==> src/core/dma_pkg.sv <==
// shared constants for the dma channel control block
package dma_pkg;
  localparam int NCH = 4;                   // number of channels
  localparam int CHW = 2;                   // channel number width
  // printed register indices; byte address = 4 * (index - base)
  localparam logic [31:0] BASE_IDX   = 32'h5000_3600;
  localparam logic [31:0] SRC_IDX    = 32'h5000_3600;
  localparam logic [31:0] DST_IDX    = 32'h5000_3604;
  localparam logic [31:0] LEN_IDX    = 32'h5000_360a;
  localparam logic [31:0] CTRL_IDX   = 32'h5000_360c;
  localparam logic [31:0] ITEM_IDX   = 32'h5000_360e;
  localparam logic [31:0] STRIDE_IDX = 32'h0000_0010;
  // byte offsets inside one channel window
  localparam logic [5:0] OFF_SRC  = 6'((SRC_IDX - BASE_IDX) << 2);
  localparam logic [5:0] OFF_DST  = 6'((DST_IDX - BASE_IDX) << 2);
  localparam logic [5:0] OFF_LEN  = 6'((LEN_IDX - BASE_IDX) << 2);
  localparam logic [5:0] OFF_CTRL = 6'((CTRL_IDX - BASE_IDX) << 2);
  localparam logic [5:0] OFF_ITEM = 6'((ITEM_IDX - BASE_IDX) << 2);
  localparam int CH_LSB = $clog2(32'(STRIDE_IDX << 2)); // channel field
  // control register fields
  localparam int CTRL_SENSE = 13;
  localparam int CTRL_FILL  = 12;
  localparam int CTRL_YIELD = 11;
  localparam int PRIO_MSB   = 10;
  localparam int PRIO_LSB   = 8;
  localparam int CTRL_CIRC  = 7;
  localparam int CTRL_SINC  = 6;
  localparam int CTRL_DINC  = 5;
  localparam int CTRL_TRIG  = 4;
  localparam int WID_MSB    = 2;
  localparam int WID_LSB    = 1;
  localparam int CTRL_ON    = 0;
  localparam logic [15:0] CTRL_WMASK = 16'h3fff;
  localparam logic [15:0] CTRL_RST   = 16'h0000;
  // item width codes
  localparam logic [1:0] W_BYTE = 2'h0;
  localparam logic [1:0] W_HALF = 2'h1;
  localparam logic [1:0] W_WORD = 2'h2;
  localparam logic [1:0] W_RSVD = 2'h3;
endpackage : dma_pkg

==> src/core/dma_channel_control.sv <==
// dma channel control: register file, arbitration and copy engine
//
// Implementation choice: the AHB-Lite interface to the registers.
`timescale 1ns/1ns
`default_nettype none
module dma_channel_control
  import dma_pkg::*;
(
  // clock and reset
  input  wire logic           clk_i,
  input  wire logic           rst_n_i,
  // ahb-lite slave
  input  wire logic           hsel_i,
  input  wire logic [31:0]    haddr_i,
  input  wire logic [1:0]     htrans_i,
  input  wire logic           hwrite_i,
  input  wire logic [31:0]    hwdata_i,
  input  wire logic           hready_i,
  output logic [31:0]         hrdata_o,
  output logic                hreadyout_o,
  output logic                hresp_o,
  // memory master port
  output logic                mem_req_o,
  output logic                mem_we_o,
  output logic [31:0]         mem_addr_o,
  output logic [1:0]          mem_size_o,
  output logic [31:0]         mem_wdata_o,
  input  wire logic [31:0]    mem_rdata_i,
  input  wire logic           mem_ack_i,
  // peripheral requests and bus lock
  input  wire logic [NCH-1:0] dreq_i,
  output logic                bus_lock_o
);
  typedef enum logic [1:0] {ST_IDLE, ST_READ, ST_WRITE, ST_GAP} eng_state_e;

  logic [31:0]    src_reg  [NCH];  // source base addresses
  logic [31:0]    dst_reg  [NCH];  // destination base addresses
  logic [15:0]    len_reg  [NCH];  // transfer lengths
  logic [15:0]    ctrl_reg [NCH];  // control registers
  logic [15:0]    idx_reg  [NCH];  // item indices
  eng_state_e     state_reg;       // engine state
  logic [CHW-1:0] cur_reg;         // channel owning the engine
  logic           resume_reg;      // gap returns to a fill
  logic           mem_req_reg;     // memory request held
  logic           mem_we_reg;      // memory write flag
  logic [31:0]    mem_addr_reg;    // memory address
  logic [1:0]     mem_size_reg;    // memory item width
  logic [31:0]    data_reg;        // fetched item, reused by fill
  logic           lock_reg;        // bus lock toward other masters
  logic           wr_pend;         // ahb write data phase
  logic           rd_pend;         // ahb read wait cycle
  logic [5:0]     ap_off;          // latched register offset
  logic [CHW-1:0] ap_ch;           // latched channel number
  logic [31:0]    hrdata_reg;      // read data
  logic           hready_reg;      // ready toward master
  logic [31:0]    rd_val;          // read mux
  logic           ahb_take;        // address phase taken

  // ahb address phase decode
  assign ahb_take = hsel_i && htrans_i[1] && hready_i;

  // address phase capture, reads take one wait cycle
  always_ff @(posedge clk_i) begin
    if (!rst_n_i) begin
      wr_pend <= 1'b0;
      rd_pend <= 1'b0;
      ap_off  <= '0;
      ap_ch   <= '0;
    end else begin
      wr_pend <= ahb_take && hwrite_i;
      rd_pend <= ahb_take && !hwrite_i;
      if (ahb_take) begin
        ap_off <= haddr_i[5:0];
        ap_ch  <= haddr_i[CH_LSB +: CHW];
      end
    end
  end

  // read mux, unmapped offsets read zero
  always_comb begin
    rd_val = '0;
    case (ap_off)
      OFF_SRC:  rd_val = src_reg[ap_ch];
      OFF_DST:  rd_val = dst_reg[ap_ch];
      OFF_LEN:  rd_val = {16'h0000, len_reg[ap_ch]};
      OFF_CTRL: rd_val = {16'h0000, ctrl_reg[ap_ch]};
      OFF_ITEM: rd_val = {16'h0000, idx_reg[ap_ch]};
      default:  rd_val = '0;
    endcase
  end

  // read data and ready flops
  always_ff @(posedge clk_i) begin
    if (!rst_n_i) begin
      hrdata_reg <= '0;
      hready_reg <= 1'b1;
    end else begin
      hready_reg <= !(ahb_take && !hwrite_i);
      if (rd_pend) hrdata_reg <= rd_val;
    end
  end

  assign hrdata_o    = hrdata_reg;
  assign hreadyout_o = hready_reg;
  assign hresp_o     = 1'b0;

  // current channel fields
  logic [15:0] cc;       // control of owning channel
  logic [1:0]  cwid;     // its item width
  logic        fill;     // fill mode
  logic        trig;     // peripheral trigger mode
  logic        gap_en;   // yield gap after store
  logic        last;     // current item is the final one
  logic        wr_done;  // store acknowledged
  logic [31:0] step;     // byte offset of current item
  logic [31:0] src_addr; // next source address
  logic [31:0] dst_addr; // next destination address

  assign cc       = ctrl_reg[cur_reg];
  assign cwid     = cc[WID_MSB:WID_LSB];
  assign fill     = cc[CTRL_FILL];
  assign trig     = cc[CTRL_TRIG];
  assign gap_en   = cc[CTRL_YIELD] && !trig;
  assign last     = idx_reg[cur_reg] == len_reg[cur_reg];
  assign wr_done  = state_reg == ST_WRITE && mem_req_reg && mem_ack_i;
  assign step     = 32'(idx_reg[cur_reg]) << cwid;
  // fill never steps the source, so a triggered fill refetches the same first item
  assign src_addr = src_reg[cur_reg] + ((cc[CTRL_SINC] && !fill) ? step : '0);
  assign dst_addr = dst_reg[cur_reg] + (cc[CTRL_DINC] ? step : '0);

  // channel readiness and request sensing
  logic [NCH-1:0]      pend;   // pending peripheral request
  logic [NCH-1:0]      ready;  // channel wants the bus
  logic [NCH-1:0][2:0] prio;   // channel priorities
  logic                gnt_any;
  logic [CHW-1:0]      gnt_idx;

  for (genvar g = 0; g < NCH; g++) begin : g_ch
    dma_req_sense u_sense (
      .clk_i       (clk_i),
      .rst_n_i     (rst_n_i),
      .dreq_i      (dreq_i[g]),
      .edge_mode_i (ctrl_reg[g][CTRL_SENSE]),
      .served_i    (wr_done && cur_reg == CHW'(g)),
      .pend_o      (pend[g])
    );
    assign prio[g]  = ctrl_reg[g][PRIO_MSB:PRIO_LSB];
    // immediate start or wait for peripheral request
    assign ready[g] = ctrl_reg[g][CTRL_ON]
                   && ctrl_reg[g][WID_MSB:WID_LSB] != W_RSVD
                   && (ctrl_reg[g][CTRL_TRIG] ? pend[g] : 1'b1);
  end

  channel_priority_arb u_arb (
    .clk_i     (clk_i),
    .rst_n_i   (rst_n_i),
    .req_i     (ready),
    .prio_i    (prio),
    .gnt_any_o (gnt_any),
    .gnt_idx_o (gnt_idx)
  );

  // software registers without hardware update
  always_ff @(posedge clk_i) begin
    if (!rst_n_i) begin
      for (int i = 0; i < NCH; i++) begin
        src_reg[i] <= '0;
        dst_reg[i] <= '0;
        len_reg[i] <= '0;
      end
    end else if (wr_pend) begin
      case (ap_off)
        OFF_SRC: src_reg[ap_ch] <= hwdata_i;
        OFF_DST: dst_reg[ap_ch] <= hwdata_i;
        OFF_LEN: len_reg[ap_ch] <= hwdata_i[15:0];
        default: ;
      endcase
    end
  end

  // control: hardware clears enable, a software write wins
  always_ff @(posedge clk_i) begin
    if (!rst_n_i) begin
      for (int i = 0; i < NCH; i++) ctrl_reg[i] <= CTRL_RST;
    end else begin
      if (wr_done && last && !(cc[CTRL_CIRC] && trig))
        ctrl_reg[cur_reg][CTRL_ON] <= 1'b0;
      if (wr_pend && ap_off == OFF_CTRL)
        ctrl_reg[ap_ch] <= hwdata_i[15:0] & CTRL_WMASK;
    end
  end

  // item index, rewinds on completion in both modes
  always_ff @(posedge clk_i) begin
    if (!rst_n_i) begin
      for (int i = 0; i < NCH; i++) idx_reg[i] <= '0;
    end else if (wr_done) begin
      idx_reg[cur_reg] <= last ? '0 : idx_reg[cur_reg] + 16'h0001;
    end
  end

  // copy engine sequencing
  always_ff @(posedge clk_i) begin
    if (!rst_n_i) begin
      state_reg  <= ST_IDLE;
      cur_reg    <= '0;
      resume_reg <= 1'b0;
    end else begin
      case (state_reg)
        ST_IDLE: begin
          if (gnt_any) begin
            cur_reg   <= gnt_idx;
            state_reg <= ST_READ;
          end
        end
        ST_READ: begin
          if (mem_req_reg && mem_ack_i) state_reg <= ST_WRITE;
        end
        ST_WRITE: begin
          if (wr_done) begin
            resume_reg <= fill && !last;
            if (gap_en) begin
              state_reg <= ST_GAP;
            end else if (last || trig) begin
              state_reg <= ST_IDLE;
            end else if (fill) begin
              state_reg <= ST_WRITE;
            end else begin
              state_reg <= ST_READ;
            end
          end
        end
        ST_GAP: begin
          // fill keeps the engine, others re-arbitrate in the gap itself
          if (!resume_reg && gnt_any) cur_reg <= gnt_idx;
          state_reg <= resume_reg ? ST_WRITE : (gnt_any ? ST_READ : ST_IDLE);
        end
        default: state_reg <= ST_IDLE;
      endcase
    end
  end

  // memory port, request held until acknowledged
  always_ff @(posedge clk_i) begin
    if (!rst_n_i) begin
      mem_req_reg  <= 1'b0;
      mem_we_reg   <= 1'b0;
      mem_addr_reg <= '0;
      mem_size_reg <= W_BYTE;
    end else if (mem_req_reg) begin
      if (mem_ack_i) mem_req_reg <= 1'b0;
    end else if (state_reg == ST_READ || state_reg == ST_WRITE) begin
      mem_req_reg  <= 1'b1;
      mem_we_reg   <= state_reg == ST_WRITE;
      mem_addr_reg <= state_reg == ST_WRITE ? dst_addr : src_addr;
      mem_size_reg <= cwid;
    end
  end

  // fetched item, kept for every fill store
  always_ff @(posedge clk_i) begin
    if (!rst_n_i) begin
      data_reg <= '0;
    end else if (state_reg == ST_READ && mem_req_reg && mem_ack_i) begin
      data_reg <= mem_rdata_i;
    end
  end

  // lock lower masters out in untriggered blocking or fill transfers
  always_ff @(posedge clk_i) begin
    if (!rst_n_i) begin
      lock_reg <= 1'b0;
    end else begin
      lock_reg <= (state_reg == ST_READ || state_reg == ST_WRITE)
               && !trig && (!cc[CTRL_YIELD] || fill);
    end
  end

  assign mem_req_o   = mem_req_reg;
  assign mem_we_o    = mem_we_reg;
  assign mem_addr_o  = mem_addr_reg;
  assign mem_size_o  = mem_size_reg;
  assign mem_wdata_o = data_reg;
  assign bus_lock_o  = lock_reg;

  // checks
  logic ctrl_wr;  // software writes the owning control register
  assign ctrl_wr = wr_pend && ap_off == OFF_CTRL && ap_ch == cur_reg;
endmodule : dma_channel_control
`default_nettype wire

==> src/core/dma_req_sense.sv <==
// peripheral request synchroniser and level/edge sensing for one channel
`timescale 1ns/1ns
`default_nettype none
module dma_req_sense (
  // clock and reset
  input  wire logic clk_i,
  input  wire logic rst_n_i,
  // request pin and mode
  input  wire logic dreq_i,
  input  wire logic edge_mode_i,
  input  wire logic served_i,
  // pending request
  output logic      pend_o
);
  logic s1_reg;    // first sync stage
  logic s2_reg;    // second sync stage
  logic s3_reg;    // delayed copy for edge detect
  logic hold_reg;  // caught rising edge
  logic rise;      // rising edge seen

  // two-flop synchroniser plus delay stage
  always_ff @(posedge clk_i) begin
    if (!rst_n_i) begin
      s1_reg <= 1'b0;
      s2_reg <= 1'b0;
      s3_reg <= 1'b0;
    end else begin
      s1_reg <= dreq_i;
      s2_reg <= s1_reg;
      s3_reg <= s2_reg;
    end
  end

  assign rise = s2_reg && !s3_reg;

  // edge latch, a new edge wins over the serve clear
  always_ff @(posedge clk_i) begin
    if (!rst_n_i) begin
      hold_reg <= 1'b0;
    end else if (rise) begin
      hold_reg <= 1'b1;
    end else if (served_i) begin
      hold_reg <= 1'b0;
    end
  end

  // level mode follows the pin, edge mode the latch
  assign pend_o = edge_mode_i ? hold_reg : s2_reg;
endmodule : dma_req_sense
`default_nettype wire

==> src/core/channel_priority_arb.sv <==
// priority arbiter, lower channel number wins a tie
`timescale 1ns/1ns
`default_nettype none
module channel_priority_arb
  import dma_pkg::*;
(
  // clock and reset, used by checks only
  input  wire logic                  clk_i,
  input  wire logic                  rst_n_i,
  // requests and priorities
  input  wire logic [NCH-1:0]        req_i,
  input  wire logic [NCH-1:0][2:0]   prio_i,
  // grant
  output logic                       gnt_any_o,
  output logic [CHW-1:0]             gnt_idx_o
);
  logic [2:0] best;  // best priority so far

  // scan upward, only a strictly higher value displaces
  always_comb begin
    gnt_any_o = 1'b0;
    gnt_idx_o = '0;
    best      = '0;
    for (int i = 0; i < NCH; i++) begin
      if (req_i[i] && (!gnt_any_o || prio_i[i] > best)) begin
        gnt_any_o = 1'b1;
        gnt_idx_o = CHW'(i);
        best      = prio_i[i];
      end
    end
  end

  logic hi_seen;   // some request outranks grant
  logic tie_seen;  // equal request with lower number

  // check helpers
  always_comb begin
    hi_seen  = 1'b0;
    tie_seen = 1'b0;
    for (int i = 0; i < NCH; i++) begin
      if (req_i[i] && prio_i[i] > prio_i[gnt_idx_o]) hi_seen = 1'b1;
      if (req_i[i] && prio_i[i] == prio_i[gnt_idx_o] && CHW'(i) < gnt_idx_o)
        tie_seen = 1'b1;
    end
  end
endmodule : channel_priority_arb
`default_nettype wire

==> config.mk <==
export PLATFORM = sky130hd
export DESIGN_NAME = dma_channel_control
export DESIGN_NICKNAME = d
export VERILOG_FILES = /design/src/core/dma_pkg.sv /design/src/core/dma_channel_control.sv /design/src/core/dma_req_sense.sv /design/src/core/channel_priority_arb.sv
export SDC_FILE = /design/constraint.sdc
export NUM_CORES = 1
export LEC_CHECK = 0
export BUFFER_PORTS_ARGS = -buffer_cell sky130_fd_sc_hd__buf_4
export CAP_MARGIN = 40
export CORE_MARGIN = 5
export CORE_UTILIZATION = 30
export CTS_CLUSTER_DIAMETER = 60
export DETAILED_ROUTE_END_ITERATION = 10
export PLACE_DENSITY = 0.42
export SLEW_MARGIN = 20
export SYNTH_ARGS = -nofsm -noshare
export SYNTH_HDL_FRONTEND = slang
export SYNTH_SLANG_ARGS = --single-unit
export TNS_END_PERCENT = 20
==> constraint.sdc <==
create_clock -name clk_i -period 6.9 [get_ports clk_i]
set_clock_uncertainty 0.15 [all_clocks]
set_input_delay 1.38 -clock clk_i [delete_from_list [all_inputs] [get_ports clk_i]]
set_output_delay 1.38 -clock clk_i [all_outputs]
set_load 0.02 [all_outputs]
==> metrics.cfg <==
[status]
outcome=finished clean

[cts]
hold_buffers=0
cts_max_path_buffers=3
cts_resized=0
cts_tree=done
clkLatencyLatePin_ns=0.65
clkTransAtPathRegs_ns=0.06
cts_setup_buffers=0
clockRootBuffer=clkbuf_16
cts_buffers=77
htree_levels=3
clock-sinks=577

[yosys]
yosys_warnings=0
ys_seq_area_share_pct=52.7
synth_area_per_cell_um2=11.6
ys_ff_latch=577
syn_area_mm2=0.0303
yosys.area.top_type=edfxtp_1
yosys_most_used_dff=edfxtp_1
syn-num-nets=2771
syn-instance-count=2608
async_flop_share_pct=0
synth_edf_count=440
ys_types=70
synth.area.top_cells=edfxtp_1 44%, mux4_2 12%, dfxtp_1 9.1%
netlist.area_leader.share_pct=43.6

[finish]
final_cell_mix=440 x edfxtp_1, 419 x nor2_1, 253 x nand2_1
final_cells=4131
stdcell_area_mm2=0.0358
layout_commonest_cell=edfxtp_1
num-nets-final=2931
drive_gt1_share_pct=21.2
syn_to_final_growth_pct=18.4

[grt]
grt_pass1_wl_mm=159
met3_usage_pct=3.80
top_usage_layer=met2
grt_max_degree=56
overflow=0
grt_use_met1_pct=28.7
antenna_found_initial=3
grt_pass1_vias=22491
grtUsageMet2_pct=31.9
grt_usage_pct=20.2

[worst_setup_path]
crit_fanout=38
arrival_ns=5.84
cp.buffers_inverters=1
critPathMaxStageDelay_ns=0.83
worstSetupEndpointType=register
cp-start-kind=register
path_class=register to register
slowest_stage=dfxtp_4
worstPathRequired_ns=7.26
crit_family=compound AO/OA/AOI/OAI gates
path_cells=buf_12 > mux4_2 > mux2i_1 > mux2_2 > nor2_1 > ha_1 > o21ai_0 > o21a_1 > o31ai_1 > nand4_1 > and2_1 > nor4_1 > xnor2_1 > o221ai_1

[min_path]
hold_class=register to register

[power]
combPwrFrac_pct=29.0
ir_drop_uv=153
seqPwrFrac_pct=36.6
power.share.clock_pct=34.4
cellInternalPower_w=0.00744
powerDensity_mw_per_mm2=317
p_switching_w=0.00392
swShare_pct=34.5
p_leak_nw=13.5

[timing]
worst_pin_slew_ns=0.873
hold_viol=0
final_max_slew_viol_count=0
finalCritPeriodShare_pct=79.5
relSlewSlack_pct=41.8
setup_viol=0
rsz0062_at_grt=no
fmax_mhz=182
tns_ns=0
fin_crit_ns=5.48

[drt]
drc=0
drt_iter0_drc=2048
via_per_inst=5.37
detail_route.wl_per_cell_um=26.9
vias=22166
first_pass_iters=6
wirelength_mm=111
postRouteAntennaNets=0

[run]
cap_violations=0

[floorplan]
rows=116
start_util_pct=30.2
ios=211
core-area_mm2=0.100
die_y_um=328
die_w_um=328
die-area_mm2=0.107

[placement]
gp_congestion=0.885
placed_cells=3985
io_buffers=184
dpl.hpwl_mm=75.7
placed_area_mm2=0.0333

[per-stage QoR]
step	hold slack, ns	total power (W)	utilization, %	setup WS (ns)
after floorplan	0.238	0.00625	-	2.07
after global placement	0.244	0.00751	33.1	1.40
after detailed placement	0.253	0.00754	33.3	1.50
after CTS	0.257	0.0115	35.7	1.45
after global routing	0.260	0.0119	35.8	1.18
final	0.255	0.0114	35.8	1.42
[synth_stat cells (all sizes together) (15+ instances only)]
cell type and number:
nor2 423, nand2 254, clkbuf 121, ha 53, nor3 27, a211oi 27, inv 118, a221oi 29
dfxtp 137, mux2i 65, a21o 15, mux2 16, buf 54, a31oi 24, xor2 41, edfxtp 440
o21ai 77, nand3 38, and2 61, and3 41, a21oi 152, xnor2 36, mux4 181, a22oi 20
[logic make-up (layout without fill, tap and decap cells)]
group / Yosys count / count (layout) / share of synthesized area (%)
xor+xnor: 77 / 77 / 2.23
fa+ha+maj: 55 / 55 / 2.32
flops: 577 / 577 / 52.7
other cells: 1 / 4 / 0.0124
compound gates: 437 / 437 / 9.19
simple gates: 905 / 905 / 13.0
mux: 262 / 262 / 16.4
buf+inv: 294 / 516 / 4.17
[path summary, 6_finish.rpt]
check        slack (ns)                  endpoint  cells past startpoint                   start
max reg2reg        1.42            mem_addr_o[28]                     14                register
min reg2reg        0.25  g_ch[1].u_sense.hold_reg                      1  g_ch[1].u_sense.s3_reg
min                0.25  g_ch[1].u_sense.hold_reg                      1  g_ch[1].u_sense.s3_reg
max                1.42            mem_addr_o[28]                     14                register
[worst reg2reg max path: cells and delay by family (launching register included)]
family          cells  cell delay (ns)
xor+xnor            1             0.17
fa+ha+maj           1             0.33
simple gates        4             1.07
flops               1             0.83
buf+inv             1             0.41
compound gates      4             1.17
mux                 3             1.21
[layer usage]
layer | share of wire, % | vias up
met4 | 2.9 | 0
met5 | 0 | -
met2 | 45 | 824
met3 | 7.0 | 152
li1 | - | 9984
met1 | 45 | 11206
[power by group through the flow]
stage	combinational (W)	sequential, W	clock [W]
floorplan	0.00201	0.00425	0
global placement	0.00329	0.00422	0
detailed placement	0.00330	0.00423	0
CTS	0.00332	0.00416	0.00399
global route	0.00355	0.00419	0.00413
finish	0.00330	0.00416	0.00390
[final cells by class]
cell class | count | area (um^2)
clock inverter | 48 | 445
multi-input combinational | 1737 | 13200
fill | 9840 | 64300
clock buffer | 93 | 2020
timing repair buffer | 256 | 2070
antenna | 3 | 7.51
tap | 1298 | 1620
sequential | 577 | 16000
inverter | 119 | 448
Power figures use the tool's default switching activity.
